===== src/hbi_pkg.sv =====
package hbi_pkg;
   // ------------------------------------------------------------
   // Widths and address map
   // ------------------------------------------------------------
   localparam int          HBI_ADDR_W    = 17;
   localparam int          HBI_DATA_W    = 16;
   localparam int          HBI_BE_W      = 2;
   localparam logic [16:0] HBI_MEM_FIRST = 17'h00000;
   localparam logic [16:0] HBI_MEM_LAST  = 17'h13FFF;
   localparam logic [16:0] HBI_REG_FIRST = 17'h1FFE0;
   localparam logic [16:0] HBI_REG_LAST  = 17'h1FFFF;

   // ------------------------------------------------------------
   // Synchronised strobe vector layout (all active low)
   // ------------------------------------------------------------
   localparam int         HBI_STRB_W   = 5;
   localparam int         HBI_SB_CS    = 0;
   localparam int         HBI_SB_WR_LO = 1;
   localparam int         HBI_SB_HI    = 2;
   localparam int         HBI_SB_RD_LO = 3;
   localparam int         HBI_SB_RD_HI = 4;
   localparam logic [4:0] HBI_STRB_IDLE = 5'h1F;
   localparam int         HBI_SYNC_STAGES = 2;

   // ------------------------------------------------------------
   // Reset values
   // ------------------------------------------------------------
   localparam logic [15:0] HBI_DATA_RST = 16'h0000;
   localparam logic [16:0] HBI_ADDR_RST = 17'h00000;
   localparam logic [1:0]  HBI_BE_RST   = 2'h0;

   // ------------------------------------------------------------
   // Access sequencer states
   // ------------------------------------------------------------
   typedef enum logic [3:0] {
      HBI_ST_IDLE = 4'h1,
      HBI_ST_REQ  = 4'h2,
      HBI_ST_RDW  = 4'h4,
      HBI_ST_DONE = 4'h8
   } hbi_state_t;
endpackage : hbi_pkg


===== src/hbi_sync.sv =====
`timescale 1ns/1ps
module hbi_sync #(
   parameter int            W       = 5,
   parameter logic [W-1:0]  RST_VAL = '1
) (
   input  wire logic         clk,
   input  wire logic         rstn,
   input  wire logic [W-1:0] d_in,
   output logic      [W-1:0] q_out
);
   logic [W-1:0] meta_r;
   logic [W-1:0] meta_nxt;
   logic [W-1:0] q_r;
   logic [W-1:0] q_nxt;

   // ------------------------------------------------------------
   // Two-stage synchroniser
   // ------------------------------------------------------------
   always_comb begin
      meta_nxt = d_in;
      q_nxt    = meta_r;
   end

   always_ff @(posedge clk) begin
      if (!rstn) begin
         meta_r <= RST_VAL;
         q_r    <= RST_VAL;
      end else begin
         meta_r <= meta_nxt;
         q_r    <= q_nxt;
      end
   end

   assign q_out = q_r;
endmodule : hbi_sync


===== src/hbi_host_if.sv =====
`timescale 1ns/1ps
// Summary of operation
// - Every access uses a sixteen bit data path to the host.
// - Mode one: chip select plus separate read and write strobes per byte.
// - Mode two: shared high byte enable, separate low read and write strobes.
// - Strap low selects mode one, high selects mode two; no bus use.
// - Host side runs on its own bus clock, apart from display clock.
// - Seventeen bit byte address and sixteen data lines are taken.
// - Wait stays low until read data valid or write data accepted.
// - On collision with refresh, wait stays low until arbitration grants host.
// - Mode two: upper strobe is high byte enable for reads and writes.
// - Strobes and chip select arrive asynchronously and are synchronised.
// - Memory at 0 to 13FFFh, registers at 1FFE0h to 1FFFFh.
module hbi_host_if
   import hbi_pkg::*;
(
   input  wire logic                          clk,
   input  wire logic                          rstn,
   input  wire logic                          mode_strap_n,
   input  wire logic                          endian_strap,
   input  wire logic [hbi_pkg::HBI_ADDR_W-1:1] host_addr_in,
   input  wire logic                          host_addr_lsb,
   input  wire logic [hbi_pkg::HBI_DATA_W-1:0] host_data_in,
   output logic      [hbi_pkg::HBI_DATA_W-1:0] host_data_out,
   output logic                               host_data_oe,
   input  wire logic                          chip_select_n,
   input  wire logic                          low_byte_write_n,
   input  wire logic                          high_byte_strobe_n,
   input  wire logic                          low_byte_read_n,
   input  wire logic                          high_byte_read_n,
   output logic                               wait_n,
   output logic                               acc_req,
   output logic                               acc_write,
   output logic                               acc_reg,
   output logic      [hbi_pkg::HBI_ADDR_W-1:0] acc_addr,
   output logic      [hbi_pkg::HBI_BE_W-1:0]   acc_be,
   output logic      [hbi_pkg::HBI_DATA_W-1:0] acc_wdata,
   input  wire logic                          acc_grant,
   input  wire logic [hbi_pkg::HBI_DATA_W-1:0] acc_rdata,
   input  wire logic                          acc_rvalid
);
   import hbi_pkg::*;

   function automatic logic [15:0] swap16(input logic [15:0] d, input logic en);
      swap16 = en ? {d[7:0], d[15:8]} : d;
   endfunction : swap16

   // ------------------------------------------------------------
   // Strobe synchronisation
   // ------------------------------------------------------------
   logic [HBI_STRB_W-1:0] strb_raw;
   logic [HBI_STRB_W-1:0] strb_s;

   assign strb_raw = {high_byte_read_n, low_byte_read_n, high_byte_strobe_n,
                      low_byte_write_n, chip_select_n};

   hbi_sync #(
      .W       (HBI_STRB_W),
      .RST_VAL (HBI_STRB_IDLE)
   ) u_sync (
      .clk   (clk),
      .rstn  (rstn),
      .d_in  (strb_raw),
      .q_out (strb_s)
   );

   // ------------------------------------------------------------
   // Strap capture after reset release
   // ------------------------------------------------------------
   logic strap_taken_r;
   logic strap_taken_nxt;
   logic mode2_r;
   logic mode2_nxt;
   logic big_r;
   logic big_nxt;

   always_comb begin
      strap_taken_nxt = 1'b1;
      mode2_nxt       = strap_taken_r ? mode2_r : mode_strap_n;
      big_nxt         = strap_taken_r ? big_r : endian_strap;
   end

   always_ff @(posedge clk) begin
      if (!rstn) begin
         strap_taken_r <= 1'b0;
         mode2_r       <= 1'b0;
         big_r         <= 1'b0;
      end else begin
         strap_taken_r <= strap_taken_nxt;
         mode2_r       <= mode2_nxt;
         big_r         <= big_nxt;
      end
   end

   // ------------------------------------------------------------
   // Strobe decode per interface mode
   // ------------------------------------------------------------
   logic        cs_act;
   logic        rd_act;
   logic        wr_act;
   logic [1:0]  host_be;
   logic [16:0] full_addr;
   logic        is_mem;
   logic        is_reg;

   always_comb begin
      cs_act = !strb_s[HBI_SB_CS];
      if (mode2_r) begin
         // Upper read strobe is ignored here
         wr_act  = !strb_s[HBI_SB_WR_LO];
         rd_act  = !strb_s[HBI_SB_RD_LO];
         host_be = {!strb_s[HBI_SB_HI], !host_addr_lsb};
      end else begin
         wr_act  = !strb_s[HBI_SB_WR_LO] || !strb_s[HBI_SB_HI];
         rd_act  = !strb_s[HBI_SB_RD_LO] || !strb_s[HBI_SB_RD_HI];
         host_be = {!strb_s[HBI_SB_HI] || !strb_s[HBI_SB_RD_HI],
                    !strb_s[HBI_SB_WR_LO] || !strb_s[HBI_SB_RD_LO]};
      end
      full_addr = {host_addr_in, host_addr_lsb};
      is_mem    = (full_addr <= HBI_MEM_LAST);
      is_reg    = (full_addr >= HBI_REG_FIRST);
   end

   // ------------------------------------------------------------
   // Access sequencer
   // ------------------------------------------------------------
   hbi_state_t  state_r;
   hbi_state_t  state_nxt;
   logic        start;
   logic        req_r;
   logic        req_nxt;
   logic        write_r;
   logic        write_nxt;
   logic        reg_r;
   logic        reg_nxt;
   logic [16:0] addr_r;
   logic [16:0] addr_nxt;
   logic [1:0]  be_r;
   logic [1:0]  be_nxt;
   logic [15:0] wdata_r;
   logic [15:0] wdata_nxt;
   logic [15:0] rdata_r;
   logic [15:0] rdata_nxt;
   logic        oe_r;
   logic        oe_nxt;
   logic        wait_n_r;
   logic        wait_n_nxt;

   assign start = cs_act && (rd_act || wr_act) && strap_taken_r;

   always_comb begin
      state_nxt = state_r;
      req_nxt   = req_r;
      write_nxt = write_r;
      reg_nxt   = reg_r;
      addr_nxt  = addr_r;
      be_nxt    = be_r;
      wdata_nxt = wdata_r;
      rdata_nxt = rdata_r;
      unique case (state_r)
         HBI_ST_IDLE: begin
            if (start) begin
               write_nxt = wr_act;
               reg_nxt   = is_reg;
               addr_nxt  = full_addr;
               be_nxt    = big_r ? {host_be[0], host_be[1]} : host_be;
               wdata_nxt = swap16(host_data_in, big_r);
               rdata_nxt = HBI_DATA_RST;
               if (is_mem || is_reg) begin
                  req_nxt   = 1'b1;
                  state_nxt = HBI_ST_REQ;
               end else begin
                  // Unmapped: complete at once, reads return zero
                  state_nxt = HBI_ST_DONE;
               end
            end
         end
         HBI_ST_REQ: begin
            if (acc_grant) begin
               req_nxt   = 1'b0;
               state_nxt = write_r ? HBI_ST_DONE : HBI_ST_RDW;
            end
         end
         HBI_ST_RDW: begin
            if (acc_rvalid) begin
               rdata_nxt = swap16(acc_rdata, big_r);
               state_nxt = HBI_ST_DONE;
            end
         end
         HBI_ST_DONE: begin
            if (!cs_act || !(rd_act || wr_act)) begin
               state_nxt = HBI_ST_IDLE;
            end
         end
      endcase
      // Wait is low while the access is pending in the core
      wait_n_nxt = !(state_nxt == HBI_ST_REQ || state_nxt == HBI_ST_RDW);
      oe_nxt     = (state_nxt == HBI_ST_DONE) && !write_nxt && cs_act && rd_act;
   end

   always_ff @(posedge clk) begin
      if (!rstn) begin
         state_r  <= HBI_ST_IDLE;
         req_r    <= 1'b0;
         write_r  <= 1'b0;
         reg_r    <= 1'b0;
         addr_r   <= HBI_ADDR_RST;
         be_r     <= HBI_BE_RST;
         wdata_r  <= HBI_DATA_RST;
         rdata_r  <= HBI_DATA_RST;
         oe_r     <= 1'b0;
         wait_n_r <= 1'b1;
      end else begin
         state_r  <= state_nxt;
         req_r    <= req_nxt;
         write_r  <= write_nxt;
         reg_r    <= reg_nxt;
         addr_r   <= addr_nxt;
         be_r     <= be_nxt;
         wdata_r  <= wdata_nxt;
         rdata_r  <= rdata_nxt;
         oe_r     <= oe_nxt;
         wait_n_r <= wait_n_nxt;
      end
   end

   assign host_data_out = rdata_r;
   assign host_data_oe  = oe_r;
   assign wait_n        = wait_n_r;
   assign acc_req       = req_r;
   assign acc_write     = write_r;
   assign acc_reg       = reg_r;
   assign acc_addr      = addr_r;
   assign acc_be        = be_r;
   assign acc_wdata     = wdata_r;
endmodule : hbi_host_if


===== config.mk =====
export PLATFORM = sky130hd
export DESIGN_NAME = hbi_host_if
export DESIGN_NICKNAME = d
export VERILOG_FILES = /design/src/hbi_pkg.sv /design/src/hbi_sync.sv /design/src/hbi_host_if.sv
export SDC_FILE = /design/constraint.sdc
export NUM_CORES = 1
export LEC_CHECK = 0
export ABC_AREA = 1
export BUFFER_PORTS_ARGS = -buffer_cell sky130_fd_sc_hd__buf_4
export CAP_MARGIN = 20
export CORE_ASPECT_RATIO = 0.6
export CORE_MARGIN = 1
export CORE_UTILIZATION = 26
export DETAILED_ROUTE_END_ITERATION = 10
export SETUP_SLACK_MARGIN = 0.15
export SYNTH_ARGS = -nofsm -noshare
export SYNTH_HDL_FRONTEND = slang
export SYNTH_SLANG_ARGS = --single-unit

===== constraint.sdc =====
create_clock -name clk -period 3 [get_ports clk]
set_input_delay 0 -clock clk [delete_from_list [all_inputs] [get_ports clk]]
set_output_delay 0 -clock clk [all_outputs]
set_load 0.005 [all_outputs]

Word level (Yosys, flattened, before mapping)
Cells that the tools add are included.
{"block": "totals", "register_bits": 73, "elab_cells": 78}
{"block": "classes", "magnitude_cmp": 2, "eq_ne": 11, "mux": 23, "reduce_logical": 27}
{"operator": "two-way mux 16 bit", "n": 4}
{"operator": "case mux 16 bit (2 select lines)", "n": 1}
{"operator": "two-way mux 4 bit", "n": 6}
{"operator": "greater-or-equal comparator 17 bit (second input constant)", "n": 1}
{"operator": "<= comparator 17 bit (second input constant)", "n": 1}
{"operator": "case mux 4 bit (4 select lines)", "n": 1}
{"operator": "zero test 1 bit", "n": 9}
{"operator": "== test 4 x 2 -> 1 bit (second input constant)", "n": 2}
{"operator": "== test 4 x 3 -> 1 bit (second input constant)", "n": 2}
{"operator": "== test 4 bit (second input constant)", "n": 2}
{"operator": "logical OR 1 bit", "n": 8}
{"operator": "two-way mux 1 bit", "n": 8}
{"operator": "!= test 2 bit (second input constant)", "n": 4}
{"operator": "logical AND 1 bit", "n": 5}
{"operator": "== test 4 x 1 -> 1 bit (second input constant)", "n": 1}
{"operator": "two-way mux 2 bit", "n": 2}
{"operator": "AND reduction 4 bit", "n": 1}
{"operator": "nonzero test 2 bit", "n": 2}
{"operator": "AND reduction 3 bit", "n": 1}
{"operator": "case mux 1 bit (2 select lines)", "n": 1}
{"operator": "AND reduction 2 bit", "n": 1}

Logic depth before layout (Yosys ltp)
{"block": "logic_depth", "ltp_word": 12, "depth_mapped": 11, "mapped_depth_nobuf": 11}

Modules after synthesis
Synthesis repeated with hierarchy kept, for this count alone.
{"block": "hier_totals", "hier_cells": 416, "area_unflattened_um2": 3116.7}
{"mod": "hbi_host_if", "instances": 1, "cells_per_inst": 385, "area_per_inst_um2": 2830.2}
{"mod": "hbi_sync", "instances": 1, "cells_per_inst": 31, "area_per_inst_um2": 286.5}

Worst setup path after synthesis
Ideal clock, no wire load.
{"block": "synth_timing", "kind": "reg-to-reg", "startpoint": "register state_r[2]", "endpoint": "register reg_r (netlist: acc_reg)", "setup_time_ps": 126, "t_arrival_ps": 1300, "t_required_ps": 2874, "slack_ps": 1574, "path_stages_with_launch": 11, "path_buffers": 2, "period_less_slack_ps": 1426, "path_cell_list": "dfxtp_1 -> inv_2 -> nand2_1 -> nor3_4 -> inv_2 -> nor2_4 -> buf_6 -> inv_2 -> buf_6 -> a21oi_1 -> nor2_1"}
{"block": "synth_via", "elab_chain_cells": 2}
{"item": "from (decl)", "line_no": "hbi_host_if.sv:127", "source": "hbi_state_t state_r;"}
{"item": "from (signal assigned)", "line_no": "hbi_host_if.sv:214", "source": "state_r <= state_nxt;"}
{"item": "== test 4 x 1 -> 1 bit", "line_no": "hbi_host_if.sv:160", "source": "unique case (state_r)"}
{"item": "AND reduction 2 bit (no line)"}
{"item": "to (signal assigned)", "line_no": "hbi_host_if.sv:217", "source": "reg_r <= reg_nxt;"}
{"item": "to (decl)", "line_no": "hbi_host_if.sv:134", "source": "logic reg_r;"}
Every way passes these cells.
A chain may end at the register's enable or synchronous reset.

Worst setup path after layout
{"block": "layout_timing", "startpoint": "register state_r[2]", "endpoint": "register wdata_r[12] (netlist: acc_wdata[12])"}
{"block": "layout_via", "elab_chain_cells": 2}
{"item": "== test 4 x 1 -> 1 bit", "line_no": "hbi_host_if.sv:160"}
{"item": "AND reduction 2 bit (no line)"}
{"item": "to (signal assigned)", "line_no": "hbi_host_if.sv:220", "source": "wdata_r <= wdata_nxt;"}
{"item": "to (decl)", "line_no": "hbi_host_if.sv:140", "source": "logic [15:0] wdata_r;"}
Every way passes these cells.

==> impl_metrics.toml <==
[status]
outcome = "finished, final reports clean"

[final_layout]
layout.cells.non_filler = 754
fill_cells = 1182
seq_area_um2 = 1461
final_layout_size_suffix_gt1_share_pct = 26.77
largest_register_ffs = 17
multi_input_area_um2 = 1456
postLayoutCoreUtil_pct = 42.58
antennaDiodeCount = 0
area_delta_synth_final_pct = 56.05
nets = 649

[floorplan]
rows = 30
ios = 116
core_area_um2 = 11560
die_w_um = 144.2
die_y_um = 87.32
die-area_um2 = 12590
initial_core_util_pct = 27.28

[worst_setup_path]
cp.arrival_ns = 2.84
worstSetupEndpointType = "register"
r2r_slack_ns = 0.44
crit_fanout = 38
startpoint_type = "register"
path_class = "register to register"
crit_required_ns = 3.27

[route]
dr.pass1.iters = 5
wl_per_cell_um = 13.00
drtIter0Drc = 224
drc = 0
antenna_left = 0
drt_wl_total_mm = 9.805
vias = 3420
vias_per_cell = 4.536

[logic_synthesis]
synth-compound-area-share_pct = 17.37
synthFlopType = "dfxtp_1"
avgSynthCellArea_um2 = 7.251
synth_xor_area_share_pct = 0
synth_top_area_cell = "dfxtp_1"
synth_cell_types = 32
synthSimpleGateAreaFrac_pct = 28.80
synthArstFlopShare_pct = 0
ys_seq_area_share_pct = 46.33
synth_nets = 495
synthTopCellsByCount = "nor2_1 (95), nand2_1 (94), dfxtp_1 (73)"
yosysTopAreaCellShare_pct = 46.33
synth-seq-cells = 73
post-synth-top-count-cell = "nor2_1"
yosysWarnings = 0
synth_top_family_by_area = "simple AND/OR/NAND/NOR gates"
synthesis.area_um2 = 3154
synth_cells = 435
muxShareOfSynthArea_pct = 0
synthTopCellsByArea = "dfxtp_1 (46%), nor2_1 (11%), nand2_1 (11%), o21ai_0 (6.0%), a31oi_1 (3.4%)"
synth_edf_count = 0
yosys.area_share.adder_pct = 0

[cts]
cts_tree = "done"
cts_setup_buffers = 0
clock_latency_ns = 0.33
cts_buffer_depth = 2
cts_resized = 0
clock_sinks = 73
path_clk_slew_ns = 0.06
htreeDepth = 3
cts_buffers = 9
cts_root_buf = "clkbuf_16"

[timing]
fin_crit_ns = 2.564
finalHoldViolCount = 0
whs_ns = 0.05973
relSlewSlack_pct = 50.15
tightest_slew_ns = 0.7432
fmax_mhz = 389.9
finalSetupViolCount = 0
skew_ns = 0.004868
fin_crit_sh_pct = 85.48
postLayoutSetupSlackWorst_ns = 0.4355
rsz0062_at_grt = "no"
tns_ns = 0
drv_slew = 0

[global_routing]
grt.overflow.total = 0
grt_pass1_vias = 3256
antenna_found_initial = 0
grt_max_degree = 55
grt_usage_pct = 16.04
grt_pass1_wl_mm = 15.55

[placed_design]
preCtsSetupSlack_ns = 0.9237
dp.cells = 689
io_buffers = 115
gp_congestion = 0.8261
hpwl_mm = 6.551

[power_and_ir_drop]
power.density_nw_per_um2 = 516.1
p_leak_nw = 2.339
vdd_drop_max_v = 0.0002803

[hold_path]
hold_class = "input port to register"

[flow_run]
cap_violations = 0
-- final cells by class --
cell class	count	area share, %
Clock buffer	10	4.855
Clock inverter	6	2.135
Inverter	19	1.551
Multi-Input combinational cell	318	29.59
Sequential cell	73	29.69
Tap cell	160	4.067
Timing Repair Buffer	168	28.11
-- routing by layer --
metal | routed length (um) | vias up | GRT usage [%]
met5 | 0 | - | 0
met4 | 163 | 0 | 6.124
met3 | 791 | 18 | 5.662
met2 | 4297 | 121 | 24.68
met1 | 4552 | 1561 | 20.55
li1 | - | 1720 | -
-- through the flow --
step,instance area [um^2],total power [mW]
floorplan,3154,1.146
global placement,4088,1.273
detailed placement,4088,1.277
CTS,4922,2.567
global route,4922,2.642
finish,4922,2.540
-- placed cells by master, fill, tap and decap left out --
cell,synthesis,final
buf_4,3,119
nor2_1,95,95
nand2_1,94,94
dfxtp_1,73,73
dlygate4sd3_1,0,49
o21ai_0,38,38
a21oi_1,20,20
a31oi_1,17,17
o21ai_1,16,16
inv_1,12,12
or2_2,11,11
clkbuf_16,0,9
nand3_1,8,8
inv_2,5,5
nor3_1,5,5
bufinv_16,0,3
clkinv_2,0,3
o21a_1,2,2
nand4_1,1,1
nand2_2,1,1
nand3_4,1,1
nand3b_1,1,1
nor3_4,1,1
nor2_4,1,1
o31ai_1,1,1
clkinv_1,1,1
clkinv_4,1,1
o211ai_1,1,1
o21ai_4,1,1
o21ai_2,1,1
a21oi_2,1,1
o21bai_1,1,1
clkbuf_8,0,1
-- path summary, 6_finish.rpt --
check	to	startpoint	cells after the start
max	acc_wdata[12]	state_r[2]	9
min	host_data_out[6]	acc_rdata[14]	5
max reg2reg	acc_wdata[12]	state_r[2]	9
min reg2reg	u_sync.q_out[1]	u_sync.meta_r[1]	1
-- where the power goes --
group	internal, mW	total (mW)	switching, mW
clock	0.830	1.24	0.405
combinational	0.153	0.282	0.130
sequential	1.00	1.02	0.0193
total	1.99	2.54	0.554
-- critical path, cell delays in order, from the launching register on --
cell           delay [ns]
dfxtp_1              0.36
inv_2                0.08
nand2_1              0.08
nor3_4               0.20
inv_2                0.07
nor2_4               0.38
buf_4                0.44
o21ai_1              0.10
a31oi_1              0.18
dlygate4sd3_1        0.59
-- cell families after synthesis --
family                 after synthesis
AOI/OAI and AO/OA                   99
buffers and inverters               44
DFF                                 73
and+or+nand+nor                    219
-- timing repair --
item                                    4_1_cts  5_1_grt
endpoints found under the setup margin        0        0
hold buffers                                 49        0
hold endpoints to repair                     41        0
No activity file was read; power rests on OpenSTA's default activity.
